--- config.mk ---
export PLATFORM = sky130hd
export DESIGN_NAME = srp_sequencer
export DESIGN_NICKNAME = d
export VERILOG_FILES = /design/src/design/srp_pkg.sv /design/src/design/srp_tick_div.sv /design/src/design/srp_sequencer.sv
export SDC_FILE = /design/constraint.sdc
export NUM_CORES = 1
export LEC_CHECK = 0
export ABC_AREA = 1
export BUFFER_PORTS_ARGS = -buffer_cell sky130_fd_sc_hd__clkbuf_2
export CAP_MARGIN = 10
export CORE_ASPECT_RATIO = 1.1
export CORE_MARGIN = 1.5
export CORE_UTILIZATION = 41
export CTS_CLUSTER_DIAMETER = 40
export DETAILED_ROUTE_END_ITERATION = 7
export PLACE_DENSITY = 0.59
export REMOVE_ABC_BUFFERS = 1
export SLEW_MARGIN = 10
export SYNTH_ARGS = -nofsm -noshare
export SYNTH_HDL_FRONTEND = slang
export SYNTH_HIERARCHICAL = 1
export SYNTH_SLANG_ARGS = --single-unit
--- constraint.sdc ---
create_clock -name clk -period 8.5 [get_ports clk]
set_input_delay 1.275 -clock clk [delete_from_list [all_inputs] [get_ports clk]]
set_output_delay 1.275 -clock clk [all_outputs]
set_load 0.01 [all_outputs]
--- src/design/srp_pkg.sv ---
// Shared constants and types for the synthesizer register program sequencer
package srp_pkg;
    localparam int WORD_W = 32;
    localparam int CODE_W = 4;
    // Register select codes
    localparam logic [3:0] SEL_INT = 4'h0;
    localparam logic [3:0] SEL_FRAC = 4'h1;
    localparam logic [3:0] SEL_MOD = 4'h2;
    localparam logic [3:0] SEL_REF = 4'h4;
    localparam logic [3:0] SEL_BAND = 4'h9;
    localparam logic [3:0] SEL_ADC = 4'ha;
    localparam logic [3:0] SEL_FIXED = 4'hb;
    localparam logic [3:0] SEL_RESYNC = 4'hc;
    // Field positions and widths
    localparam int INT_LSB = 4;
    localparam int INT_W = 16;
    localparam int AUTOCAL_BIT = 21;
    localparam int PRIMARY_FRACTION_LSB = 4;
    localparam int PRIMARY_FRACTION_W = 24;
    localparam int AUX_MODULUS_LSB = 4;
    localparam int AUX_FRACTION_LSB = 18;
    localparam int AUX_W = 14;
    localparam int CNTRST_BIT = 4;
    localparam int RCNT_LSB = 15;
    localparam int RCNT_W = 10;
    localparam int HALVE_BIT = 25;
    localparam int DOUBLER_BIT = 26;
    localparam int SETTLE_LSB = 4;
    localparam int SETTLE_W = 5;
    localparam int BANDTO_LSB = 14;
    localparam int BANDTO_W = 10;
    localparam int ADCPWR_BIT = 4;
    localparam int CONVWR_BIT = 5;
    localparam int ADCDIV_LSB = 6;
    localparam int ADCDIV_W = 8;
    localparam int RESYNC_LSB = 16;
    localparam int RESYNC_W = 16;
    localparam int PFDDIV_W = RCNT_W + 1;
    // Reset values: reference counter reads as one until programmed
    localparam logic [31:0] REF_RESET = 32'h0000_8004;
    localparam logic [31:0] WORD_RESET = 32'h0000_0000;

    typedef struct packed {
        logic [INT_W-1:0] intValue;
        logic [PRIMARY_FRACTION_W-1:0] primaryFraction;
        logic [AUX_W-1:0] auxFraction;
        logic [AUX_W-1:0] auxModulus;
    } srp_freq_t;

    typedef struct packed {
        logic [RCNT_W-1:0] refCount;
        logic doubler;
        logic halve;
    } srp_ref_t;

    typedef struct packed {
        logic [2:0] sckSync;
        logic [1:0] sdiSync;
        logic [2:0] leSync;
        logic [31:0] shiftWord;
        logic [31:0] wordInt;
        logic [31:0] wordFrac;
        logic [31:0] wordMod;
        logic [31:0] wordRef;
        logic [31:0] wordBand;
        logic [31:0] wordAdc;
        logic [31:0] wordFixed;
        logic [31:0] wordResync;
        logic refWritten;
        srp_freq_t freq;
        logic freqUpd;
        logic autoCal;
        logic adcStart;
        logic [RESYNC_W-1:0] resyncCnt;
        logic resyncArmed;
        logic resyncFire;
    } srp_state_t;
endpackage

--- src/design/srp_tick_div.sv ---
// Tick divider: one output tick for every divisor input ticks
`timescale 1ns/1ps
module srp_tick_div #(
    parameter int W = 8
) (
    input wire logic clk, // System clock
    input wire logic rst, // Async reset, active high
    input wire logic tickIn, // Input tick, one cycle
    input wire logic [W-1:0] divisor, // Zero and one both pass every tick
    output logic tickOut // Divided tick, registered
);
    typedef struct packed {
        logic [W-1:0] cnt;
        logic out;
    } srp_div_state_t;

    srp_div_state_t q, nxt;

    always_comb begin
        nxt = q;
        nxt.out = 1'b0;
        if (tickIn) begin
            if (q.cnt + W'(1) >= divisor) begin
                nxt.cnt = '0;
                nxt.out = 1'b1;
            end else begin
                nxt.cnt = q.cnt + W'(1);
            end
        end
    end

    always_ff @(posedge clk or posedge rst) begin
        if (rst) begin
            q <= '0;
        end else begin
            q <= nxt;
        end
    end

    assign tickOut = q.out;
endmodule // srp_tick_div

--- src/design/srp_sequencer.sv ---
// Serial-loaded configuration registers and derived timing of the synthesizer
// Notes on behaviour
// - A word whose select code is 1010 lands in the ADC calibration register.
// - ADC clock is comparison-rate tick divided by the ADC divisor field.
// - Until programmed, the reference division factor behaves as one.
// - With convert-on-write set, each ADC register write starts one conversion.
// - ADC power bit powers the temperature ADC.
// - A word whose select code is 1100 lands in the resync timer register.
// - Resync fires after counting resync timeout comparison ticks.
// - Only a register 0 write applies a new frequency.
// - Aux modulus and aux fraction in register 2, primary fraction in 1, integer in 0.
// - Output frequency follows integer, fractions and fixed 24-bit modulus.
// - Comparison rate is reference over R times halve; the doubler is only reported.
// - Band-select timeout comes from register 9 bits 23:14.
`timescale 1ns/1ps
module srp_sequencer (
    input wire logic clk, // 10 MHz system clock
    input wire logic rst, // Async reset, active high
    input wire logic sclkPin, // Serial clock pin
    input wire logic sdataPin, // Serial data pin
    input wire logic loadStrobePin, // Load strobe pin, rising edge latches
    input wire logic refTick, // Reference input tick, one cycle
    output srp_pkg::srp_freq_t freqCfg, // Applied frequency fields
    output logic freqUpdate, // Pulse when a new frequency applies
    output logic autoCalStart, // Pulse when register 0 asks autocal
    output srp_pkg::srp_ref_t refCfg, // Reference path settings
    output logic counterReset, // Counter reset level
    output logic pfdTick, // Comparison-rate tick
    output logic adcClkTick, // ADC clock tick
    output logic adcStart, // Pulse starting one conversion
    output logic adcPowerOn, // Temperature ADC power level
    output logic [9:0] bandSelectTimeout, // Band-select timeout value
    output logic [4:0] lockSettleCount, // Lock-settle count value
    output logic [15:0] resyncTimeout, // Resync timeout value
    output logic resyncFire // Pulse when phase resync triggers
);
    import srp_pkg::*;

    srp_state_t q, nxt;
    logic sckRise;
    logic loadPulse;
    logic [3:0] loadCode;
    logic [PFDDIV_W-1:0] pfdDivisor;

    // Edges look only at the second and third stages
    assign sckRise = q.sckSync[1] & ~q.sckSync[2];
    assign loadPulse = q.leSync[1] & ~q.leSync[2];
    assign loadCode = q.shiftWord[CODE_W-1:0];

    always_comb begin
        nxt = q;
        nxt.sckSync = {q.sckSync[1:0], sclkPin};
        nxt.sdiSync = {q.sdiSync[0], sdataPin};
        nxt.leSync = {q.leSync[1:0], loadStrobePin};
        nxt.freqUpd = 1'b0;
        nxt.autoCal = 1'b0;
        nxt.adcStart = 1'b0;
        nxt.resyncFire = 1'b0;
        if (sckRise) begin
            nxt.shiftWord = {q.shiftWord[30:0], q.sdiSync[1]};
        end
        if (pfdTick && q.resyncArmed) begin
            if (q.resyncCnt <= 16'h0001) begin
                nxt.resyncFire = 1'b1;
                nxt.resyncArmed = 1'b0;
            end else begin
                nxt.resyncCnt = q.resyncCnt - 16'h0001;
            end
        end
        if (loadPulse) begin
            case (loadCode)
                SEL_INT: begin
                    nxt.wordInt = q.shiftWord;
                    // Buffered fraction and modulus apply only here
                    nxt.freq.intValue = q.shiftWord[INT_LSB +: INT_W];
                    nxt.freq.primaryFraction =
                        q.wordFrac[PRIMARY_FRACTION_LSB +: PRIMARY_FRACTION_W];
                    nxt.freq.auxFraction = q.wordMod[AUX_FRACTION_LSB +: AUX_W];
                    nxt.freq.auxModulus = q.wordMod[AUX_MODULUS_LSB +: AUX_W];
                    nxt.freqUpd = 1'b1;
                    nxt.autoCal = q.shiftWord[AUTOCAL_BIT];
                    nxt.resyncCnt = q.wordResync[RESYNC_LSB +: RESYNC_W];
                    nxt.resyncArmed = 1'b1;
                end
                SEL_FRAC: begin
                    nxt.wordFrac = q.shiftWord;
                end
                SEL_MOD: begin
                    nxt.wordMod = q.shiftWord;
                end
                SEL_REF: begin
                    nxt.wordRef = q.shiftWord;
                    nxt.refWritten = 1'b1;
                end
                SEL_BAND: begin
                    nxt.wordBand = q.shiftWord;
                end
                SEL_ADC: begin
                    nxt.wordAdc = q.shiftWord;
                    nxt.adcStart = q.shiftWord[CONVWR_BIT];
                end
                SEL_FIXED: begin
                    nxt.wordFixed = q.shiftWord;
                end
                SEL_RESYNC: begin
                    nxt.wordResync = q.shiftWord;
                end
                default: begin
                    nxt.wordFixed = q.wordFixed;
                end
            endcase
        end
    end

    always_ff @(posedge clk or posedge rst) begin
        if (rst) begin
            q <= '0;
            q.wordRef <= REF_RESET;
        end else begin
            q <= nxt;
        end
    end

    // Doubler has no digital effect here; it is reported for the analog path
    assign refCfg.refCount = q.wordRef[RCNT_LSB +: RCNT_W];
    assign refCfg.doubler = q.wordRef[DOUBLER_BIT];
    assign refCfg.halve = q.wordRef[HALVE_BIT];
    assign pfdDivisor = refCfg.halve ? {refCfg.refCount, 1'b0}
                                     : {1'b0, refCfg.refCount};

    srp_tick_div #(
        .W(PFDDIV_W)
    ) uPfdDiv (
        .clk(clk),
        .rst(rst),
        .tickIn(refTick),
        .divisor(pfdDivisor),
        .tickOut(pfdTick)
    );

    srp_tick_div #(
        .W(ADCDIV_W)
    ) uAdcDiv (
        .clk(clk),
        .rst(rst),
        .tickIn(pfdTick),
        .divisor(q.wordAdc[ADCDIV_LSB +: ADCDIV_W]),
        .tickOut(adcClkTick)
    );

    assign freqCfg = q.freq;
    assign freqUpdate = q.freqUpd;
    assign autoCalStart = q.autoCal;
    assign counterReset = q.wordRef[CNTRST_BIT];
    assign adcStart = q.adcStart;
    assign adcPowerOn = q.wordAdc[ADCPWR_BIT];
    assign bandSelectTimeout = q.wordBand[BANDTO_LSB +: BANDTO_W];
    assign lockSettleCount = q.wordBand[SETTLE_LSB +: SETTLE_W];
    assign resyncTimeout = q.wordResync[RESYNC_LSB +: RESYNC_W];
    assign resyncFire = q.resyncFire;
endmodule // srp_sequencer

==> Yosys cells after proc, flatten, opt, wreduce, memory -nomap -nowiden <==
Cells that the tools add are included.
{ "totals": {"register_bits": 307, "latch_bits": 0, "ram_bits": 0, "mem_bits_ro": 0, "out_inout_bits": 119, "mem_count": 0} }
{ "classes": {"n_addsub": 3, "n_mul": 0, "div_mod_pow": 0, "order_cmp": 3, "eq_ne": 6, "shift": 0, "muxes": 14, "bitwise_logic": 4, "reduce_logical": 9} }
{ "op_table": {"columns": ["cell", "n"], "rows": [
  ["$mux 11", 2],
  ["$mux 20", 1],
  ["$mux 18", 1],
  ["$mux 17", 1],
  ["$le 16x1->1 const B", 1],
  ["$mux 16", 1],
  ["$sub 16x1->16 const B", 1],
  ["$reduce_and 2->1", 7],
  ["$eq 4x4->1 const B", 3],
  ["$add 11x1->11 const B", 1],
  ["$ge 11x11->1", 1],
  ["$add 8x1->8 const B", 1],
  ["$ge 8x8->1", 1],
  ["$mux 8", 1],
  ["$mux 1", 5],
  ["$eq 4x1->1 const B", 1],
  ["$eq 4x2->1 const B", 1],
  ["$eq 4x3->1 const B", 1],
  ["$logic_not 4->1", 1],
  ["$mux 2", 2],
  ["$and 1x1->1", 2],
  ["$not 1->1", 2],
  ["$logic_and 1x1->1", 1]
]} }

==> Longest topological paths before layout <==
Gate-level depths: netlist of the first run.
{ "depth": {"depth_word": 5, "ltp_mapped": 18} }

==> Modules after synthesis <==
The synthesis of the first run kept the hierarchy.
{ "modules_own_cells": {"columns": ["mod", "n_inst", "cells_each", "area_per_inst_um2"], "rows": [
  ["srp_sequencer", 1, 1097, 9969.6],
  ["srp_tick_div (uPfdDiv)", 1, 156, 1071.0],
  ["srp_tick_div (uAdcDiv)", 1, 110, 753.2]
]} }

==> Worst setup path after synthesis of the first run <==
OpenSTA, ideal clock, no wires.
{ "synth_timing": {"path_type": "register to register", "startpoint": "reg uPfdDiv/q[1] (netlist bit)", "endpoint": "reg uPfdDiv/q[5] (netlist bit)", "t_arrival_ns": 2.063, "setup_slack_ns": 6.372, "stages_incl_launch_ff": 16, "n_path_buf": 1, "synth_period_minus_slack_ns": 2.128, "path_cell_list": "dfrtp_1 ha_1 nand3_2 nor2_4 nand3_1 nand2_1 inv_2 ha_1 nand2_1 nand2_1 a21oi_1 nand2_1 nor2_2 buf_6 nand3_1 nand2_1"} }
{ "synth_via": {"elab_chain_cells": 3} }
{ "synth_lines": {"columns": ["item", "line_no", "source"], "rows": [
  ["start, declared", "srp_tick_div.sv:17", "srp_div_state_t q, nxt;"],
  ["start signal, assigned", "srp_tick_div.sv:36", "q <= nxt;"],
  ["$add 11x1->11 (*)", "srp_tick_div.sv:23, srp_tick_div.sv:27", null],
  ["$ge 11x11->1", "srp_tick_div.sv:23", "if (q.cnt + W'(1) >= divisor) begin"],
  ["$mux 11 (*)", "srp_tick_div.sv:23", null]
]} }
Every way passes the cells marked *; elsewhere a longest branch is shown, timed or not.
A chain may end at the register's enable or synchronous reset.

==> Worst setup path in the final report of the first run <==
{ "layout_timing": {"startpoint": "reg q, in the netlist refCfg[0]", "endpoint": "out refCfg[0] (netlist bit)"} }
{ "layout_lines": {"columns": ["item", "line_no", "source"], "rows": [
  ["start, declared", "srp_sequencer.sv:39", "srp_state_t q, nxt;"],
  ["start signal, assigned", "srp_sequencer.sv:120", "q <= nxt;"],
  ["end, declared", "srp_sequencer.sv:26", "output srp_pkg::srp_ref_t refCfg,"]
]} }
No word-level cell between the ends.

==> flow_summary.yaml, run 1 <==
sta:
  layout_min_cycle_time_ns: 2.77
  finalCritPeriodShare_pct: 32.6
  rsz0062_at_grt: "no"
  max-slew-margin-rel_pct: 26.9
  setup_viol: 0
  finalSetupTns_ns: 0
  maxSlewViolCount: 0
  worst_slew_pin_slew_ns: 1.10
  hold_violations: 0
  finalClockSkew_ns: 0.0115
  clock.fmax_mhz: 361
drt:
  remaining_drc_errors: 0
  wl_per_cell_um: 14.4
  first_pass_iters: 5
  vias: 8342
  maxUsedRoutingLayer: "met4"
  wl_met2_um: 11900
  wirelength_um: 25300
  vias_per_cell: 4.74
  ant_nets: 0
  drt-met1-wl_um: 11600
  drtIter0Drc: 582
  wl_met3_um: 1370
grt:
  grt_max_degree: 83
  antenna_found_initial: 0
  grt_overflow_total: 0
  grt_pass1_wl_um: 41700
  first_global_vias: 8042
  gr-usage-all-layers_pct: 17.4
floorplan:
  initial_core_util_pct: 42.1
  die_w_um: 165
  coreArea_mm2: 0.0280
  die_h_um: 181
  ioPinCount: 125
  dieArea_mm2: 0.0298
  num_rows: 64
placement:
  dpl_cell_area_mm2: 0.0118
  gp_congestion: 0.836
  io_buffers: 124
  hpwl_um: 16300
clocking:
  cts_resized: 0
  cts_made_buffers: 38
  cts.sinks: 255
  htreeDepth: 2
  clock-root-buffer: "clkbuf_16"
  cts_max_path_buffers: 3
  hold_buffers: 0
  cts_tree: "done"
  clock_latency_ns: 0.50
  post_cts_buffers: 0
  clk_pin_slew_ns: 0.05
synthesis:
  synth_edf_count: 0
  syn_avg_cell_area_um2: 8.65
  synthArstFlopShare_pct: 100
  yosysUniqueCellTypes: 33
  yosysTopAreaCell: "dfrtp_1"
  post-synth-top-count-cell: "nand2_1"
  synth_flop_cell: "dfrtp_1"
  yosysTopAreaCellShare_pct: 53.9
  netlist_top_cells_count: "473 x nand2_1, 254 x dfrtp_1, 139 x o21ai_0, 115 x buf_4, 101 x inv_1"
  ys_seq_area_share_pct: 54.1
  postSynthCellCount: 1363
  ys_top_cells_by_area: "dfrtp_1 54%, nand2_1 15%, buf_4 7.3%"
  ys_ff_latch: 255
  yosysWarnings: 6
  netlist_area_mm2: 0.0118
setup_path:
  critPathSlowestCell: "dfrtp_1"
  cp.required_ns: 7.22
  cp_slowest_stage_delay_ns: 0.75
  crit_type: "flip-flop to primary output"
  cp_top_family: "flip-flops"
  crit_chain: "clkbuf_2"
  crit_arrival_ns: 1.49
  path_depth: 1
  critPathMaxFanout: 22
  cp-start-kind: "flip-flop"
  reg2reg_depth: 14
  critPathCaptureType: "primary output"
  crit_buf_inv: 1
cells_and_area:
  multi_input_area_mm2: 0.00384
  fin_util_pct: 46.9
  layout.nets: 1399
  regArea_mm2: 0.00638
  drive_gt1_share_pct: 17.4
  fin_area_mm2: 0.0132
  area_growth_syn_to_layout_pct: 11.5
  fillers: 2745
  diodes: 0
power_and_ir_drop:
  p_int_mw: 2.51
  power_frac_seq_pct: 40.7
  power.share.clock_pct: 47.3
  powerDensity_mw_per_mm2: 262
  swShare_pct: 27.2
  pwr-share-comb_pct: 12.0
  p_leak_nw: 6.81
  irDropWorstVdd_mv: 0.139
  power_mw: 3.45
  power_switching_mw: 0.937
outcome:
  outcome: "finished clean"
worst_hold_path:
  hold_depth: 0
  min_path_type: "flip-flop to flip-flop"
flow_run:
  cap_violations: 0
## layout make-up
class                           instances  share of cell area [%]
Clock inverter                         23                    2.16
Tap cell                              363                    3.45
Timing Repair Buffer                  131                    5.15
Multi-Input combinational cell        827                    29.2
Inverter                              117                    3.41
Sequential cell                       255                    48.5
Clock buffer                           44                    8.11
## worst paths after layout
kind | to | from | slack [ns]
worst max-delay path | refCfg[0] | refCfg[0] | 5.73
worst min-delay path | q[382] | nxt[382] | 0.35
worst max register to register | uPfdDiv/q[11] | uPfdDiv/q[1] | 5.84
worst min register to register | q[382] | nxt[382] | 0.35
max in group asynchronous | freqCfg[24] | rst | 6.15
min in group asynchronous | uAdcDiv/tickOut | rst | 0.84
## power by group through the flow
stage	Sequential [mW]	Clock [mW]	Combinational, mW
finish	1.40	1.63	0.413
detailed placement	1.42	0	0.418
global route	1.42	1.71	0.480
floorplan	1.42	0	0.288
global placement	1.42	0	0.407
CTS	1.40	1.66	0.420
## stage by stage
step / setup WS [ns] / hold slack [ns] / std cells
global route: 5.62 / 0.364 / 1760
floorplan: 0.809 / 0.331 / 1199
detailed placement: 5.54 / 0.335 / 1692
finish: 5.73 / 0.346 / 1760
CTS: 5.71 / 0.347 / 1759
global placement: 5.56 / 0.334 / 1692
## flip-flops by register name, summed over array words and instances, names as in the netlist, 4 cells and up
| name | cells |
|---|---|
| bandSelectTimeout | 10 |
| freqCfg | 68 |
| loadCode | 4 |
| lockSettleCount | 5 |
| nxt | 5 |
| q | 108 |
| refCfg | 12 |
| resyncTimeout | 16 |
| uAdcDiv/q | 8 |
| uPfdDiv/q | 11 |
## cell families (layout without fill, tap and decap cells)
logic type | Yosys count | in the layout | synth area share [%]
and+or+nand+nor | 620 | 620 | 21.8
xor gates and xnor gates | 9 | 9 | 0.732
buffers and inverters | 281 | 315 | 13.4
DFF | 255 | 255 | 54.1
AOI/OAI and AO/OA | 175 | 175 | 7.48
adders and majority gates | 23 | 23 | 2.44
## routing by layer
| metal | GRT usage [%] | vias up |
|---|---|---|
| met5 | 0 | - |
| met4 | 4.36 | 0 |
| met3 | 3.65 | 39 |
| met2 | 27.9 | 163 |
| met1 | 24.0 | 3953 |
| li1 | - | 4187 |
## layout by cell type, fill, tap and decap left out, types with 7 or more instances in the layout
cell type / count
o21ai_0: 139
nor2_1: 49
nand4_1: 22
nand2_1: 472
inv_2: 13
clkbuf_16: 41
clkbuf_2: 124
o21ai_1: 19
nor2_2: 10
dfrtp_1: 254
clkinv_2: 7
ha_1: 23
inv_1: 100
nand3_1: 47
a21oi_1: 15
(Power assumes the default switching activity.)
==> inputs of run 2 (changes only) <==
==> constraint.sdc (replaced) <==
create_clock -name clk -period 2.85 [get_ports clk]
set_input_delay 0.4275 -clock clk [delete_from_list [all_inputs] [get_ports clk]]
set_output_delay 0.4275 -clock clk [all_outputs]
set_load 0.01 [all_outputs]
==> flow_summary.yaml, run 2 (synthesized netlist as in run 1, its figures left out) <==
sta:
  clock.fmax_mhz: 382
  maxSlewViolCount: 0
  worst_slew_pin_slew_ns: 1.05
  finalSetupTns_ns: 0
  finalCritPeriodShare_pct: 91.9
  rsz0062_at_grt: "no"
  max-slew-margin-rel_pct: 29.8
  hold_violations: 0
  setup_viol: 0
  finalClockSkew_ns: 0.0160
  layout_min_cycle_time_ns: 2.62
drt:
  vias_per_cell: 4.73
  remaining_drc_errors: 0
  wl_per_cell_um: 14.5
  drtIter0Drc: 452
  vias: 8402
  first_pass_iters: 5
  ant_nets: 0
  wirelength_um: 25700
floorplan:
  die_h_um: 181
  coreArea_mm2: 0.0280
  die_w_um: 165
  ioPinCount: 125
  initial_core_util_pct: 42.1
  dieArea_mm2: 0.0298
  num_rows: 64
setup_path:
  rr_startpoint: "uPfdDiv/q[1]"
  timing.rr.end: "uPfdDiv/q[11]"
  cp-start-kind: "flip-flop"
  crit_type: "flip-flop to flip-flop"
  crit_arrival_ns: 3.07
  critPathCaptureType: "flip-flop"
  cp.required_ns: 3.30
  rrSetupSlack_ns: 0.23
  reg2reg_depth: 14
  critPathMaxFanout: 12
grt:
  grt_overflow_total: 0
  antenna_found_initial: 0
  grt_max_degree: 108
  first_global_vias: 8182
  grt_pass1_wl_um: 42500
  gr-usage-all-layers_pct: 17.8
cells_and_area:
  fin_area_mm2: 0.0134
  top_register: "q"
  largest_reg_flops: 108
  layout.nets: 1414
  fin_util_pct: 47.8
  fillers: 2757
  area_growth_syn_to_layout_pct: 13.6
  diodes: 0
  final_common_cell: "nand2_1"
  regArea_mm2: 0.00638
  drive_gt1_share_pct: 18.0
  multi_input_area_mm2: 0.00384
  final_cell_mix: "472 x nand2_1, 254 x dfrtp_1, 139 x o21ai_0"
worst_hold_path:
  holdPathEnd: "nxt[382]"
  min_path_type: "primary input to flip-flop"
  hold_depth: 1
  hp-start: "sdataPin"
clocking:
  post_cts_buffers: 0
  cts_tree: "done"
  cts_resized: 0
  cts_max_path_buffers: 3
  cts.sinks: 255
  cts_made_buffers: 39
  clk_pin_slew_ns: 0.05
  clock_latency_ns: 0.52
  clock-root-buffer: "clkbuf_16"
  htreeDepth: 2
  hold_buffers: 3
placement:
  io_buffers: 124
  dpl_cell_area_mm2: 0.0119
  hpwl_um: 16600
  gp_congestion: 0.821
power_and_ir_drop:
  p_leak_nw: 6.93
  powerDensity_mw_per_mm2: 785
  irDropWorstVdd_mv: 0.456
outcome:
  outcome: "finished clean"
flow_run:
  cap_violations: 0
-- run 2: through the flow --
stage          std cells  setup slack, ns  total power [mW]  hold WS (ns)
3_3_place_gp        1704            0.345              5.47         0.332
5_1_grt             1777          0.00734              11.0       0.00133
2_1_floorplan       1199            -3.99              5.08         0.255
4_1_cts             1777            0.243              10.7      0.000223
3_5_place_dp        1704            0.276              5.50         0.338
6_report            1777            0.229              10.5        0.0168
-- run 2: power breakdown --
group	total, mW	switching (mW)	internal (mW)
combinational	1.26	0.859	0.405
clock	5.08	1.81	3.28
sequential	4.17	0.230	3.94
-- run 2: cell type report --
| class | count | share of cell area, % |
|---|---|---|
| clock inverter | 22 | 2.62 |
| clock buffer | 48 | 7.99 |
| multi-input combinational | 827 | 28.7 |
| sequential | 255 | 47.6 |
| inverter | 117 | 3.35 |
| timing repair buffer | 145 | 6.33 |
| tap | 363 | 3.39 |
-- run 2: routing by layer --
layer,track usage [%],routed length [um],share of wire [%],up-vias
met5,0,0,0,-
met4,4.79,478,1.9,0
met3,3.60,1200,4.7,35
met2,29.2,12100,47,149
met1,24.0,11900,46,3988
li1,-,-,-,4230
-- run 2: critical path: stages, from the launching register on --
cell,delay (ns)
dfrtp_1,0.45
ha_1,0.29
nand3_2,0.14
nor2_4,0.15
nand3_1,0.09
nand2_1,0.09
inv_2,0.05
ha_1,0.29
nand2_1,0.07
nand2_1,0.04
a21oi_1,0.12
nand2_1,0.08
nor2_2,0.44
nand3_1,0.14
nand2_1,0.10
-- run 2: worst max-delay path by stage --
stage                  from       endpoint  slack (ns)
6_report       uPfdDiv/q[1]  uPfdDiv/q[11]        0.23
5_1_grt        uPfdDiv/q[1]  uPfdDiv/q[10]       0.007
4_1_cts        uPfdDiv/q[1]  uPfdDiv/q[11]        0.24
3_5_place_dp   uPfdDiv/q[1]   uPfdDiv/q[1]        0.28
3_3_place_gp   uPfdDiv/q[1]   uPfdDiv/q[7]        0.34
2_1_floorplan           rst     adcPowerOn       -3.99
==> inputs of run 3 (changes only) <==
--- a/config.mk
+++ b/config.mk
@@ -8,11 +8,11 @@
 export ABC_AREA = 1
 export BUFFER_PORTS_ARGS = -buffer_cell sky130_fd_sc_hd__clkbuf_2
 export CAP_MARGIN = 10
-export CORE_ASPECT_RATIO = 1.1
 export CORE_MARGIN = 1.5
 export CORE_UTILIZATION = 41
 export CTS_CLUSTER_DIAMETER = 40
 export DETAILED_ROUTE_END_ITERATION = 7
+export MAX_ROUTING_LAYER = met4
 export PLACE_DENSITY = 0.59
 export REMOVE_ABC_BUFFERS = 1
 export SLEW_MARGIN = 10
==> constraint.sdc (replaced) <==
create_clock -name clk -period 3.36 [get_ports clk]
set_input_delay 0.504 -clock clk [delete_from_list [all_inputs] [get_ports clk]]
set_output_delay 0.504 -clock clk [all_outputs]
set_load 0.01 [all_outputs]
==> flow_summary.yaml, run 3 (synthesized netlist as in run 1, its figures left out) <==
setup_path:
  cpMostUsedCell: "nand2_1"
  cp.required_ns: 3.81
  crit_type: "flip-flop to flip-flop"
  cp_top_family: "simple AND/OR/NAND/NOR gates"
  critPathSlowestCell: "nor2_2"
  cp_slowest_stage_delay_ns: 0.46
  cp-endpoint: "uPfdDiv/q[8]"
  timing.rr.end: "uPfdDiv/q[8]"
  cp-start-kind: "flip-flop"
  critPathCaptureType: "flip-flop"
  critPathMaxFanout: 12
  crit_arrival_ns: 3.04
  rr_startpoint: "uPfdDiv/q[1]"
  reg2reg_depth: 14
  path_depth: 14
  crit_path_start: "uPfdDiv/q[1]"
  crit_chain: "ha_1 -> nand3_2 -> nor2_4 -> nand3_1 -> nand2_1 -> inv_2 -> ha_1 -> nand2_1 -> nand2_1 -> a21oi_1 -> nand2_1 -> nor2_2 -> nand3_1 -> nand2_1"
  crit_buf_inv: 1
  rrSetupSlack_ns: 0.78
placement:
  gp_congestion: 0.833
  place_ws_ns: 0.743
  io_buffers: 124
  hpwl_um: 16100
sta:
  worst_slack_ns: 0.777
  hold_violations: 0
  whs_ns: 0.0713
  layout_min_cycle_time_ns: 2.58
  maxSlewViolCount: 0
  rsz0062_at_grt: "no"
  clock.fmax_mhz: 387
  worst_slew_pin_slew_ns: 1.08
  finalClockSkew_ns: 0.0209
  setup_viol: 0
  max-slew-margin-rel_pct: 27.8
  finalCritPeriodShare_pct: 76.9
  finalSetupTns_ns: 0
clocking:
  clock-root-buffer: "clkbuf_16"
  hold_buffers: 0
  clk_pin_slew_ns: 0.05
  cts_max_path_buffers: 3
  clock_latency_ns: 0.53
  htreeDepth: 2
  cts.sinks: 255
  post_cts_buffers: 0
  cts_made_buffers: 42
  cts_resized: 0
  cts_tree: "done"
cells_and_area:
  top_register: "q"
  layout.nets: 1407
  largest_reg_flops: 108
  diodes: 0
  final_cell_mix: "472 x nand2_1, 254 x dfrtp_1, 139 x o21ai_0"
  fin_util_pct: 47.2
  area_growth_syn_to_layout_pct: 12.1
  final_common_cell: "nand2_1"
  drive_gt1_share_pct: 17.9
floorplan:
  die_h_um: 173
  die_w_um: 173
  num_rows: 61
  coreArea_mm2: 0.0280
  ioPinCount: 125
  dieArea_mm2: 0.0298
  initial_core_util_pct: 42.1
outcome:
  outcome: "finished clean"
grt:
  antenna_found_initial: 0
  grt_pass1_wl_um: 42100
  grt_max_degree: 80
  gr-usage-all-layers_pct: 17.8
  grt_overflow_total: 0
  first_global_vias: 8053
worst_hold_path:
  min_path_type: "primary input to asynchronous set/reset pin"
drt:
  first_pass_iters: 5
  vias_per_cell: 4.62
  drtIter0Drc: 534
  ant_nets: 0
  remaining_drc_errors: 0
  vias: 8264
  wl_per_cell_um: 14.0
  wirelength_um: 25100
power_and_ir_drop:
  powerDensity_mw_per_mm2: 652
  p_leak_nw: 6.85
  power_mw: 8.61
  irDropWorstVdd_mv: 0.380
flow_run:
  cap_violations: 0
==> run 3: cell count changes in the layout (fill, tap and decap cells not counted), sizes merged <==
cell,previous run,this run
bufinv,6,1
clkinv,9,19
inv,121,119
dlygate4sd3,3,0
buf,18,11
clkbuf,172,175
==> run 3: area by class of cell <==
type | count | area [um^2]
Clock buffer | 51 | 1130
Clock inverter | 25 | 211
Fill cell | 2766 | 14800
Inverter | 117 | 449
Multi-Input combinational cell | 827 | 3840
Sequential cell | 255 | 6380
Tap cell | 378 | 473
Timing Repair Buffer | 135 | 728
==> run 3: stage by stage <==
stage,std cells,instance area [um^2]
after global routing,1788,13200
final,1788,13200
after detailed placement,1712,11900
after floorplan,1199,10700
after CTS,1788,13200
after global placement,1712,11900
==> run 3: worst min path at each step <==
stage / from / to / cells after the start
final: rst / uAdcDiv/q[4] / 2
after detailed placement: nxt[379] / nxt[380] / 0
after global placement: nxt[379] / nxt[380] / 0
after CTS: sdataPin / nxt[382] / 1
after global routing: sdataPin / nxt[382] / 1
after floorplan: rst / uAdcDiv/q[1] / 1
==> run 3: layer usage <==
metal  up-vias  global-route usage (%)  share of wire, %
li1       4196                       -                 -
met1      3867                    23.8                48
met2       154                    27.7                45
met3        47                    3.21               4.7
met4         0                    5.30               2.3
met5         -                       -                 0
==> run 3: where the power goes <==
part | switching [mW] | internal (mW)
Sequential | 0.204 | 3.34
Clock | 1.51 | 2.51
Combinational | 0.712 | 0.332
